### config.mk
export PLATFORM = sky130hd
export DESIGN_NAME = zch_zero_handler
export DESIGN_NICKNAME = d
export VERILOG_FILES = /design/src/shared/zch_pkg.sv /design/src/hw/zch_zero_handler.sv
export SDC_FILE = /design/constraint.sdc
export NUM_CORES = 1
export LEC_CHECK = 0
export BUFFER_PORTS_ARGS = -buffer_cell sky130_fd_sc_hd__buf_4
export CORE_UTILIZATION = 50
export CTS_BUF_LIST = sky130_fd_sc_hd__clkbuf_8 sky130_fd_sc_hd__clkbuf_16
export DETAILED_ROUTE_END_ITERATION = 7
export PLACE_DENSITY = 0.73
export SKIP_CTS_REPAIR_TIMING = 1
export SLEW_MARGIN = 20
export SYNTH_ARGS = -nofsm -noshare
export SYNTH_HDL_FRONTEND = slang
export SYNTH_SLANG_ARGS = --single-unit
### constraint.sdc
create_clock -name clk -period 11.95 [get_ports clk]
set_input_delay 2.39 -clock clk [delete_from_list [all_inputs] [get_ports clk]]
set_output_delay 2.39 -clock clk [all_outputs]
set_load 0.03 [all_outputs]
### src/shared/zch_pkg.sv
// Constants and types shared by the zero command handler
`default_nettype none
package zch_pkg;
	localparam int unsigned CLK_HZ           = 10_000_000;
	localparam int unsigned WEIGHT_W         = 24;
	localparam int unsigned CHAR_BITS        = 8;
	// Stability wait, in milliseconds, per device type
	localparam int unsigned STAB_TIMEOUT_MS  = 2000;
	localparam int unsigned STAB_TIMEOUT_CYC =
		STAB_TIMEOUT_MS * (CLK_HZ / 1000);
	localparam int unsigned SYNC_CTS         = 0;
	localparam int unsigned SYNC_APPROVED    = 1;
	localparam int unsigned SYNC_HS_EN       = 2;

	typedef enum logic [3:0] {
		RESP_SERIAL_ID,
		RESP_ZERO_ACK,
		RESP_ZERO_BUSY,
		RESP_ZERO_PLUS,
		RESP_ZERO_MINUS,
		RESP_IMM_DYN,
		RESP_IMM_STABLE,
		RESP_IMM_BUSY,
		RESP_IMM_PLUS,
		RESP_IMM_MINUS,
		RESP_UNSUPPORTED
	} zch_resp_type;

	localparam zch_resp_type RESP_RESET = RESP_SERIAL_ID;

	typedef enum logic [1:0] {
		ST_IDLE,
		ST_WAIT,
		ST_RESP
	} zch_state_type;
endpackage : zch_pkg
`default_nettype wire

### src/hw/zch_zero_handler.sv
// Zero command handler: stable and immediate zeroing, tare and replies
`timescale 1ns/1ps
`default_nettype none

// How it works
// - Stable zero sets new zero reference
// - Zeroing clears tare, net equals gross
// - Stable zero success replies acceptance code
// - Busy or stability timeout replies not-executable
// - Stability timeout is a device-type parameter
// - Above range replies plus, no zeroing
// - Below range replies minus, no zeroing
// - Power-up zero and ranges stay untouched
// - Successful zeroing clears tare memory
// - Immediate zero sets zero without waiting
// - Unstable immediate zero replies dynamic code
// - Stable immediate zero replies stable code
// - Busy immediate zero replies busy, keeps zero
// - Approved unit refuses immediate zero
// - Serial-number identification sent after power-up
// - Both ends share baud, bits, parity
// - Eight-bit characters carry codes above 127
// - No-handshake setting ignores CTS and DTR
module zch_zero_handler #(
	parameter int unsigned W           = zch_pkg::WEIGHT_W,
	parameter int unsigned DATA_BITS   = zch_pkg::CHAR_BITS,
	parameter int unsigned TIMEOUT_CYC = zch_pkg::STAB_TIMEOUT_CYC
) (
	input  wire logic                  clk,
	input  wire logic                  rst,
	input  wire logic                  cmd_valid,
	input  wire logic                  cmd_imm,
	output var  logic                  cmd_ready,
	output var  logic                  resp_valid,
	output var  zch_pkg::zch_resp_type resp_code,
	input  wire logic                  resp_ready,
	input  wire logic                  other_busy,
	input  wire logic                  weight_stable,
	input  wire logic signed [W-1:0]   raw_weight,
	input  wire logic                  pu_capture,
	input  wire logic signed [W-1:0]   zero_hi,
	input  wire logic signed [W-1:0]   zero_lo,
	input  wire logic                  tare_load,
	input  wire logic signed [W-1:0]   tare_value,
	input  wire logic                  cts_pin,
	input  wire logic                  approved_pin,
	input  wire logic                  hs_enable_pin,
	output var  logic signed [W-1:0]   zero_ref,
	output var  logic signed [W-1:0]   tare,
	output var  logic signed [W-1:0]   gross,
	output var  logic signed [W-1:0]   net
);
	localparam int unsigned CW = $clog2(TIMEOUT_CYC + 1);

	if (W < 8 || DATA_BITS != 8 || TIMEOUT_CYC < 2) begin : g_bad_params
		$error("zch_zero_handler: unsupported parameters");
	end

	zch_pkg::zch_state_type state_r;
	logic [2:0]             sync1_r;
	logic [2:0]             sync2_r;
	logic [CW-1:0]          wait_cnt_r;
	logic signed [W-1:0]    pu_zero_r;
	logic                   id_sent_r;
	logic signed [W:0]      offset;
	logic                   over;
	logic                   under;
	logic                   in_range;
	logic                   go;
	logic                   line_ok;
	logic                   timeout;
	logic                   zero_do;

	function automatic zch_pkg::zch_resp_type pick(
		input logic imm,
		input zch_pkg::zch_resp_type z_code,
		input zch_pkg::zch_resp_type zi_code
	);
		pick = imm ? zi_code : z_code;
	endfunction : pick

	function automatic zch_pkg::zch_resp_type range_code(
		input logic imm,
		input logic hi,
		input logic lo,
		input zch_pkg::zch_resp_type ok_code
	);
		if (hi) begin
			range_code = pick(imm, zch_pkg::RESP_ZERO_PLUS,
				zch_pkg::RESP_IMM_PLUS);
		end else if (lo) begin
			range_code = pick(imm, zch_pkg::RESP_ZERO_MINUS,
				zch_pkg::RESP_IMM_MINUS);
		end else begin
			range_code = ok_code;
		end
	endfunction : range_code

	// Pins from outside the clock domain
	always_ff @(posedge clk) begin
		if (rst) begin
			sync1_r <= 3'h0;
			sync2_r <= 3'h0;
		end else begin
			sync1_r <= {hs_enable_pin, approved_pin, cts_pin};
			sync2_r <= sync1_r;
		end
	end

	assign line_ok = !sync2_r[zch_pkg::SYNC_HS_EN]
		|| sync2_r[zch_pkg::SYNC_CTS];
	assign offset  = (W+1)'(raw_weight) - (W+1)'(pu_zero_r);
	assign over    = offset > (W+1)'(zero_hi);
	assign under   = offset < (W+1)'(zero_lo);
	assign in_range = !over && !under;
	assign go      = cmd_valid && cmd_ready;
	assign timeout = wait_cnt_r == CW'(TIMEOUT_CYC - 1);
	assign zero_do = (state_r == zch_pkg::ST_IDLE && go && !other_busy
		&& cmd_imm && !sync2_r[zch_pkg::SYNC_APPROVED] && in_range)
		|| (state_r == zch_pkg::ST_WAIT && weight_stable && in_range);

	// Command sequencing and reply selection
	always_ff @(posedge clk) begin
		if (rst) begin
			state_r   <= zch_pkg::ST_RESP;
			resp_code <= zch_pkg::RESP_RESET;
			cmd_ready <= 1'b0;
		end else begin
			case (state_r)
			zch_pkg::ST_IDLE: begin
				if (go) begin
					cmd_ready <= 1'b0;
					state_r   <= zch_pkg::ST_RESP;
					if (other_busy) begin
						resp_code <= pick(cmd_imm,
							zch_pkg::RESP_ZERO_BUSY,
							zch_pkg::RESP_IMM_BUSY);
					end else if (cmd_imm
						&& sync2_r[zch_pkg::SYNC_APPROVED]) begin
						resp_code <= zch_pkg::RESP_UNSUPPORTED;
					end else if (cmd_imm) begin
						resp_code <= range_code(1'b1, over, under,
							weight_stable ? zch_pkg::RESP_IMM_STABLE
							: zch_pkg::RESP_IMM_DYN);
					end else begin
						state_r <= zch_pkg::ST_WAIT;
					end
				end
			end
			zch_pkg::ST_WAIT: begin
				if (weight_stable) begin
					resp_code <= range_code(1'b0, over, under,
						zch_pkg::RESP_ZERO_ACK);
					state_r   <= zch_pkg::ST_RESP;
				end else if (timeout) begin
					resp_code <= zch_pkg::RESP_ZERO_BUSY;
					state_r   <= zch_pkg::ST_RESP;
				end
			end
			zch_pkg::ST_RESP: begin
				if (resp_valid && resp_ready) begin
					state_r   <= zch_pkg::ST_IDLE;
					cmd_ready <= 1'b1;
				end
			end
			default: begin
				state_r   <= zch_pkg::ST_IDLE;
				cmd_ready <= 1'b1;
			end
			endcase
		end
	end

	always_ff @(posedge clk) begin
		if (rst || state_r != zch_pkg::ST_WAIT) begin
			wait_cnt_r <= '0;
		end else if (!timeout) begin
			// Hold at the limit so the count never passes it
			wait_cnt_r <= wait_cnt_r + CW'(1);
		end
	end

	always_ff @(posedge clk) begin
		if (rst) begin
			resp_valid <= 1'b0;
			id_sent_r  <= 1'b0;
		end else if (resp_valid && resp_ready) begin
			resp_valid <= 1'b0;
			id_sent_r  <= 1'b1;
		end else if (state_r == zch_pkg::ST_RESP && line_ok) begin
			resp_valid <= 1'b1;
		end
	end

	always_ff @(posedge clk) begin
		if (rst) begin
			pu_zero_r <= '0;
		end else if (pu_capture) begin
			pu_zero_r <= raw_weight;
		end
	end

	always_ff @(posedge clk) begin
		if (rst) begin
			zero_ref <= '0;
			tare     <= '0;
		end else if (zero_do) begin
			zero_ref <= raw_weight;
			tare     <= '0;
		end else if (tare_load) begin
			tare <= tare_value;
		end
	end

	always_ff @(posedge clk) begin
		if (rst) begin
			gross <= '0;
			net   <= '0;
		end else begin
			gross <= W'(raw_weight - zero_ref);
			net   <= W'(raw_weight - zero_ref - tare);
		end
	end
endmodule : zch_zero_handler

`default_nettype wire

## Word-level counts from Yosys, hierarchy flattened

Index checks and enable logic that the tools add are counted.

- Register bits: 159
- Latch bits: 0
- Memory bits (writable): 0
- ROM bits: 0
- Input port bits: 108
- Output and inout port bits: 102
- Memories: 0

- Add/sub/neg operators: 4
- $mul: 0
- Divide/modulo/power cells: 0
- $lt $le $gt $ge: 2
- Equal/unequal tests: 8
- Shift-type cells: 0
- Multiplexer cells: 24
- Bitwise operators: 1
- Reduce and logical (&&, ||, !) cells: 27

Operator list:

| operator | number |
|---|---|
| $sub A24 B24 Y24 | 2 |
| $mux W4 | 8 |
| $add A25 B1 Y25 const B | 1 |
| $eq A25 B25 Y1 const B | 1 |
| $gt A25 B24 Y1 | 1 |
| $lt A25 B24 Y1 | 1 |
| $sub A24 B24 Y25 | 1 |
| $mux W2 | 8 |
| $logic_and A1 B1 Y1 | 12 |
| $mux W3 | 3 |
| $pmux W4 S2 | 1 |
| $pmux W2 S3 | 1 |
| $reduce_and A3 Y1 | 2 |
| $logic_not A1 Y1 | 5 |
| $ne A2 B2 Y1 const B | 2 |
| $ne A4 B3 Y1 const B | 1 |
| $reduce_and A4 Y1 | 1 |
| $reduce_or A2 Y1 | 2 |
| $logic_or A1 B1 Y1 | 3 |
| $ne A3 B3 Y1 const B | 1 |
| $pmux W1 S3 | 1 |
| $eq A2 B1 Y1 const B | 1 |
| $eq A2 B2 Y1 const B | 1 |
| $logic_not A2 Y1 | 1 |
| 4 further kinds | 5 |

## Longest topological paths before layout

Gate-level depths: netlist of run 1.

- Word-level depth: 9
- Depth in mapped cells: 23
- Mapped depth without buffers: 22

## Worst setup path after synthesis of run 1

OpenSTA, ideal clock, no wires.

- Path kind: input to register
- From: input port raw_weight[0]
- To: register tare[10]
- Library setup time: 0.128 ns
- Arrival: 6.407 ns
- Setup slack: 5.416 ns
- Stages on the path: 20
- Path buffers: 1
- Cell sequence: inv_1 -> ha_1 -> fa_1 -> nor2b_1 -> o21ai_0 -> a31oi_1 -> a21oi_1 -> o21ai_0 -> a21o_1 -> o21a_1 -> o21ai_0 -> a32o_1 -> ha_1 -> nand4_1 -> or4_1 -> a21oi_1 -> o2111ai_2 -> nand2_1 -> clkbuf_1 -> nor2_1

- Cells in the longest elaborated chain, start to end: 7
- Elaborated cells on any way between the ends: 10
- Those cells by class: add/sub: 1; order compare: 2; reduce/logical: 7

RTL lines:

| element | line | text |
|---|---|---|
| start: declaration | zch_zero_handler.sv:39 | `input wire logic signed [W-1:0] raw_weight,` |
| $sub A24 B24 Y25 (*) | zch_zero_handler.sv:112 | `assign offset = (W+1)'(raw_weight) - (W+1)'(pu_zero_r);` |
| $gt A25 B24 Y1 or $lt A25 B24 Y1 (tied branches) | zch_zero_handler.sv:113, zch_zero_handler.sv:114 |  |
| $logic_not A1 Y1 | zch_zero_handler.sv:115 | `assign in_range = !over && !under;` |
| $logic_and A1 B1 Y1 (*) | zch_zero_handler.sv:115 |  |
| $logic_and A1 B1 Y1 (on tied branches) | zch_zero_handler.sv:119, zch_zero_handler.sv:120 |  |
| $logic_or A1 B1 Y1 (*) | zch_zero_handler.sv:120 | `\|\| (state_r == zch_pkg::ST_WAIT && weight_stable && in_range);` |
| $reduce_or A2 Y1 (no source line) (*) | - |  |
| end signal: assignment | zch_zero_handler.sv:211 | `tare <= tare_value;` |
| end: declaration | zch_zero_handler.sv:49 | `output var logic signed [W-1:0] tare,` |

Every way passes the cells marked *; elsewhere a longest branch is shown, timed or not.
A chain may end at the register's enable or synchronous reset.

## Worst setup path in the final report of run 1

- From: input port raw_weight[0]
- To: register tare[22]

Same word-level chain as after synthesis.

==> results of run 1 <==
kinds of logic (layout without fill, tap and decap cells):
| logic type | count (synthesis) | in the layout | share of synthesized area, % |
|---|---|---|---|
| AND/OR/NAND/NOR | 369 | 369 | 17.0 |
| multiplexers | 77 | 77 | 7.71 |
| buffers and inverters | 171 | 388 | 6.41 |
| adder cells (fa/ha/maj) | 123 | 123 | 15.5 |
| AO/OA/AOI/OAI | 241 | 241 | 15.5 |
| flip-flops | 159 | 159 | 31.7 |
| XOR/XNOR | 70 | 70 | 6.10 |
sequential cells by signal, indices dropped and copies added, names as in the netlist:
register    flops
cmd_ready       1
gross          24
net            24
pu_zero_r      24
resp_code       4
resp_valid      1
state_r         2
sync1_r         3
sync2_r         3
tare           24
wait_cnt_r     25
zero_ref       24
per-stage QoR:
| stage | utilization [%] | power, mW |
|---|---|---|
| 2_1_floorplan | - | 0.938 |
| 3_3_place_gp | 60.6 | 1.08 |
| 3_5_place_dp | 60.6 | 1.09 |
| 4_1_cts | 63.7 | 1.65 |
| 5_1_grt | 63.7 | 1.73 |
| 6_report | 63.7 | 1.64 |
cells in the final DEF (no fill, tap or decap), drive strengths merged, types with 33 or more instances in the layout:
cell	synthesis	routed
ha	120	120
nor2	172	172
a21o	33	33
dfxtp	159	159
inv	145	153
a21oi	72	72
xnor2	50	50
buf	4	210
o21ai	46	46
nand2	58	58
mux2i	74	74
critical path: stages:
cell and delay (ns):
sky130_fd_sc_hd__buf_4 0.12, sky130_fd_sc_hd__inv_1 0.08, sky130_fd_sc_hd__ha_1 0.20, sky130_fd_sc_hd__fa_1 0.22, sky130_fd_sc_hd__nor2b_1 0.06, sky130_fd_sc_hd__o21ai_0 0.28, sky130_fd_sc_hd__a31oi_1 0.15, sky130_fd_sc_hd__a21oi_1 0.29
sky130_fd_sc_hd__o21ai_0 0.27, sky130_fd_sc_hd__a2111oi_0 0.44, sky130_fd_sc_hd__o21bai_1 0.13, sky130_fd_sc_hd__a21oi_1 0.18, sky130_fd_sc_hd__xnor2_1 0.13, sky130_fd_sc_hd__ha_1 0.31, sky130_fd_sc_hd__nand4_1 0.12, sky130_fd_sc_hd__nor3_1 0.27
sky130_fd_sc_hd__nand2_1 0.10, sky130_fd_sc_hd__o2111ai_1 0.24, sky130_fd_sc_hd__o221ai_2 0.25, sky130_fd_sc_hd__o2111ai_4 0.15, sky130_fd_sc_hd__buf_4 0.41, sky130_fd_sc_hd__nand2_1 0.61, sky130_fd_sc_hd__nor2_1 0.28
path summary, 6_finish.rpt:
| kind | start | slack, ns | to |
|---|---|---|---|
| worst min register to register | sync1_r[2] | 0.43 | sync2_r[2] |
| worst max-delay path | raw_weight[0] | 4.59 | tare[22] |
| worst min-delay path | sync1_r[2] | 0.43 | sync2_r[2] |
| worst max register to register | pu_zero_r[9] | 6.39 | tare[22] |
layer usage:
layer	routed length [um]	share of wire (%)	up-vias
met4	440	1.8	0
met5	0	0	-
met3	1090	4.4	38
met1	11700	48	3989
li1	-	-	4541
met2	11300	46	226
final cells by class:
class	instances	area (sq um)	share of cell area [%]
Clock buffer	17	425	3.41
Clock inverter	15	174	1.39
Inverter	146	548	4.39
Multi-Input combinational cell	880	6230	50.0
Sequential cell	159	3180	25.5
Tap cell	265	332	2.66
Timing Repair Buffer	210	1580	12.6
report_power, final:
group | total, mW | switching (mW) | internal, mW
registers | 0.582 | 0.0162 | 0.566
logic | 0.505 | 0.290 | 0.215
clock network | 0.552 | 0.237 | 0.315
==> key figures, run 1 <==
Outcome
  • Outcome: complete, no violations

Synthesis
  • Dominant cell by count in the synthesized netlist: sky130_fd_sc_hd__nor2_1
  • Post-Syn Area: 10000 sq um
  • EDFF count, synth: 0
  • Leading cell types by count after synthesis: sky130_fd_sc_hd__nor2_1 (172), sky130_fd_sc_hd__dfxtp_1 (159), sky130_fd_sc_hd__inv_1 (145)
  • Predominant post-synthesis flop cell: sky130_fd_sc_hd__dfxtp_1
  • Post-synthesis register bit count: 159
  • Synthesized net count: 1441
  • Gate count of the mapped netlist: 1210
  • Top cells by area, synth: sky130_fd_sc_hd__dfxtp_1 (32%), sky130_fd_sc_hd__ha_1 (15%), sky130_fd_sc_hd__mux2i_1 (7.4%)
  • Fraction of post-synthesis cell area in the top cell type by area: 31.7%
  • Dominant cell type by area after synthesis: sky130_fd_sc_hd__dfxtp_1
  • Fraction of registers with async set/reset: 0%
  • Distinct cell type count of the synthesized netlist: 63
  • Sequential fraction of the synthesis area: 31.7%
  • Post-synthesis area per instance: 8.30 sq um
  • Number of warnings reported in the yosys synthesis log: 0

GRT
  • Number of antenna violations at the first check in global routing: 0
  • Busiest layer in global routing: met2
  • Global-route met2 utilization: 39.6%
  • Met3 global-route usage: 3.80%
  • Vias in the first global route: 7896
  • Grt total ovfl: 0
  • Global-route wire length before repair: 38.8 mm
  • Global-route track usage on met1: 31.5%
  • Overall track demand over capacity in global routing: 23.9%
  • Largest net degree at the start of global routing: 91

Detailed routing
  • Via density per instance: 5.20
  • Remaining DRCs: 0
  • Routed vias: 8794
  • Routed length per placed instance: 14.5 um
  • Number of design-rule violations left by the first detailed-router iteration: 418
  • Post-detailed-routing wire length: 24.5 mm
  • Count of nets left with antenna violations after detail routing: 0
  • First-pass detailed-route iteration total: 5

Power and ir drop
  • Static leakage: 5.94 nW
  • Pwr/cell area: 131 nW/um^2
  • IR Drop Worst-Case VDD: 0.107 mV

Floorplan
  • Y dimension of the die: 144 um
  • Die extent in x: 144 um
  • Initial standard-cell utilization of the core: 51.3%
  • Core area: 19600 sq um
  • Full die area: 20700 sq um
  • Rows: 51
  • Ports placed on the boundary: 210

Worst setup path
  • Critical path capture point type: flop
  • Cells on worst reg2reg path: 21
  • Critical path required time: 12.30 ns
  • Data arrival time of the critical path: 7.70 ns
  • Crit start category: input pin
  • Largest driver fanout on the critical path: 25
  • Crit Path Category: in2reg

Timing
  • Minimum clock period: 7.36 ns
  • Setup repair after global routing missed its margin: no
  • Worst Setup Slack, final: 4.59 ns
  • Max-slew headroom at the worst pin: 36.3%
  • Count of pins over their slew limit: 0
  • Worst Skew: 0.00985 ns
  • Setup violation total in the final timing report: 0
  • Final period util: 61.6%
  • Top achievable clock speed: 136 MHz
  • Final-layout setup total negative slack: 0 ns
  • Worst-case hold slack: 0.434 ns
  • Final hold vios: 0
  • Least-Margin Pin Slew: 0.956 ns

Place
  • Setup Slack @ Placement: 4.17 ns
  • GP Congestion: 0.924
  • Port Buf Inserts: 209
  • Cell area reported after detailed placement: 11900 sq um
  • Post-placement cell count: 1660
  • Post-DP HPWL: 19.4 mm

Clocking
  • Buffer type at the clock tree root: sky130_fd_sc_hd__clkbuf_16
  • Total CTS buffers: 17
  • Register clock-pin slew on the reported worst setup and hold paths: 0.07 ns
  • Maximum root-to-sink buffer count: 2
  • Clock latency of the later-clocked register in the worst-skew pair: 0.43 ns
  • TritonCTS clock tree: yes
  • Clock sinks: 159
  • CTS HTree Levels: 4

Layout
  • Net count, final: 1645
  • Final standard cell area without fillers: 12500 sq um
  • Growth of design area from synthesis to finish: 24.1%
  • Fraction of layout instances using a drive strength above 1: 17.9%
  • Diodes inserted: 0
  • Layout filler cell count: 1751
  • Cell Count, Final, Fillers Out: 1692

Hold path
  • Worst min-delay path class: reg2reg
  • Worst hold path stage count: 1

Run
  • Count of maximum capacitance violations: 0
Power figures use the tool's default switching activity.
==> run 2: changes to the inputs <==
==> constraint.sdc (replaced) <==
create_clock -name clk -period 6.9 [get_ports clk]
set_input_delay 1.38 -clock clk [delete_from_list [all_inputs] [get_ports clk]]
set_output_delay 1.38 -clock clk [all_outputs]
set_load 0.03 [all_outputs]
==> key figures, run 2 (synthesis results as in run 1) <==
Outcome
  • Outcome: complete, no violations

Timing
  • Worst Skew: 0.0138 ns (+0.00398 ns)
  • Max-slew headroom at the worst pin: 34.8% (-1.5 points)
  • Minimum clock period: 5.93 ns
  • Final-layout setup total negative slack: 0 ns (unchanged)
  • Final period util: 85.9%
  • Worst-case hold slack: 0.441 ns (+0.00737 ns)
  • Least-Margin Pin Slew: 0.978 ns (+0.0219 ns)
  • Final hold vios: 0 (unchanged)
  • Setup violation total in the final timing report: 0 (unchanged)
  • Top achievable clock speed: 169 MHz
  • Count of pins over their slew limit: 0 (unchanged)
  • Setup repair after global routing missed its margin: no

Layout
  • Growth of design area from synthesis to finish: 24.4%
  • Most frequent cells in the layout: sky130_fd_sc_hd__buf_4 (211), sky130_fd_sc_hd__nor2_1 (172), sky130_fd_sc_hd__dfxtp_1 (159)
  • Top register by number of flip-flops: wait_cnt_r
  • Flip-flop and latch area: 3180 sq um (unchanged)
  • Diodes inserted: 0 (unchanged)
  • Commonest non-fill, non-tap cell in the layout: sky130_fd_sc_hd__buf_4
  • Cell Count, Final, Fillers Out: 1693 (+0.059%)
  • Fraction of layout instances using a drive strength above 1: 18.0% (+0.057 points)
  • Area occupied by multi-input gates: 6230 sq um (unchanged)
  • Net count, final: 1646 (+0.061%)
  • Utilization after layout: 63.8% (+0.15 points)
  • Layout filler cell count: 1707 (-2.5%)
  • Max FFs per register: 25 (unchanged)

Floorplan
  • Initial standard-cell utilization of the core: 51.3% (unchanged)
  • Full die area: 20700 sq um (unchanged)
  • Rows: 51 (unchanged)
  • Core area: 19600 sq um (unchanged)
  • Y dimension of the die: 144 um (unchanged)
  • Die extent in x: 144 um (unchanged)
  • Ports placed on the boundary: 210 (unchanged)

Hold path
  • Critical hold path startpoint: sync1_r[2]
  • Worst hold path stage count: 1 (unchanged)
  • Hold Crit Endpoint: sync2_r[2]
  • Worst min-delay path class: reg2reg

Worst setup path
  • Critical path required time: 7.26 ns (-5.04 ns)
  • Cell at the slowest stage of the critical path: sky130_fd_sc_hd__a2111oi_0
  • Slack of the worst reg-to-reg path: 1.76 ns (-4.63 ns)
  • Crit start category: input pin
  • Worst stage delay on the critical path: 0.60 ns (about the same)
  • Largest driver fanout on the critical path: 5 (-80%)
  • Worst-path cell chain: buf_4, inv_1, ha_1, inv_1, fa_1, a21o_1, a21oi_1, o21bai_1, a2111oi_0, o31ai_1, o21a_1, nor2_1, xnor2_1, ha_1, a21oi_1, o22ai_1, nor2_1, o21ba_2, a31oi_1, a41oi_1, o21ai_0, a31oi_1, mux2i_1
  • Crit Path Category: in2reg
  • Data arrival time of the critical path: 6.29 ns (-1.41 ns)
  • Critical R2R Launch: zero_ref[0]
  • Cells on worst reg2reg path: 21 (unchanged)
  • Crit Reg-Reg Endpoint: net[23]
  • Critical path capture point type: flop

Power and ir drop
  • Pwr/cell area: 230 nW/um^2 (+75%)
  • Static leakage: 5.95 nW (+0.25%)
  • Net switching component of the power: 0.939 mW (+73%)
  • Flop pwr share: 35.0% (-0.5 points)
  • Combinational group share of total power: 30.4% (-0.4 points)
  • Fraction of power consumed by the clock network: 34.6% (+0.9 points)
  • Sw frac: 32.7% (-0.47 points)
  • IR Drop Worst-Case VDD: 0.179 mV (+68%)
  • Internal Power: 1.93 mW (+77%)

Detailed routing
  • Routed vias: 8841 (+0.53%)
  • Routed length per placed instance: 14.6 um (+0.45%)
  • Post-detailed-routing wire length: 24.7 mm (+0.51%)
  • Count of nets left with antenna violations after detail routing: 0 (unchanged)
  • Remaining DRCs: 0 (unchanged)
  • Number of design-rule violations left by the first detailed-router iteration: 471 (+13%)
  • Via density per instance: 5.22 (+0.48%)
  • First-pass detailed-route iteration total: 6 (+1)

Clocking
  • CTS HTree Levels: 4 (unchanged)
  • Buffer type at the clock tree root: sky130_fd_sc_hd__clkbuf_16
  • Clock latency of the later-clocked register in the worst-skew pair: 0.43 ns (about the same)
  • TritonCTS clock tree: yes
  • Clock sinks: 159 (unchanged)
  • Register clock-pin slew on the reported worst setup and hold paths: 0.07 ns (about the same)
  • Total CTS buffers: 17 (unchanged)
  • Maximum root-to-sink buffer count: 2 (unchanged)

GRT
  • Largest net degree at the start of global routing: 91 (unchanged)
  • Grt total ovfl: 0 (unchanged)
  • Vias in the first global route: 8152 (+3.2%)
  • Overall track demand over capacity in global routing: 24.1% (+0.18 points)
  • Global-route wire length before repair: 39.3 mm (+1.4%)
  • Number of antenna violations at the first check in global routing: 0 (unchanged)

Place
  • GP Congestion: 0.888 (-3.9%)
  • Post-DP HPWL: 19.4 mm (-0.32%)
  • Post-placement cell count: 1661 (+0.060%)
  • Port Buf Inserts: 209 (unchanged)

Run
  • Count of maximum capacitance violations: 0 (unchanged)
==> run 2: through the flow <==
stage               setup slack, ns  cell area, sq um  total power, mW
floorplan                      1.38             10000             1.63
global placement              0.659             11900             1.87
detailed placement            0.623             11900             1.89
CTS                            1.03             12500             2.89
global route                  0.522             12500             3.04
finish                        0.973             12500             2.87
==> run 2: how the worst max path moves through the flow <==
stage                     slack [ns]  depth (start not counted)     startpoint  endpoint
after floorplan                 1.38                         20  raw_weight[0]  tare[10]
after global placement          0.66                         23  raw_weight[0]   net[23]
after detailed placement        0.62                         23  raw_weight[0]   net[23]
after CTS                       1.03                         23  raw_weight[0]   net[23]
after global routing            0.52                         23  raw_weight[0]   net[23]
final                           0.97                         23  raw_weight[0]   net[23]
==> run 2: power by group through the flow <==
| stage | clock, mW | sequential, mW | combinational [mW] |
|---|---|---|---|
| after floorplan | 0 | 1.12 | 0.502 |
| after global placement | 0 | 1.02 | 0.851 |
| after detailed placement | 0 | 1.03 | 0.864 |
| after CTS | 1.01 | 1.01 | 0.872 |
| after global routing | 1.05 | 1.01 | 0.971 |
| final | 0.994 | 1.00 | 0.874 |
==> run 2: critical path, delay by kind of cell <==
kind                     cells  cell delay (ns)
XOR/XNOR                     1             0.15
buffers and inverters        3             0.26
adder cells (fa/ha/maj)      3             0.90
multiplexers                 1             0.20
AND/OR/NAND/NOR              2             0.38
AO/OA/AOI/OAI               13             3.02
==> run 2: layout make-up <==
type	count	area share [%]
timing repair buffer	211	12.7
inverter	146	4.38
multi-input combinational	880	49.9
clock inverter	15	1.56
sequential	159	25.5
tap	265	2.65
clock buffer	17	3.40
==> run 2: metal layers <==
layer / routed length (um) / share of wire (%) / GRT usage, % / vias to the layer above
met2: 11300 / 46 / 40.1 / 243
li1: - / - / - / 4560
met4: 534 / 2.2 / 8.23 / 0
met1: 11600 / 47 / 31.3 / 3998
met5: 0 / 0 / 0 / -
met3: 1190 / 4.8 / 4.13 / 40
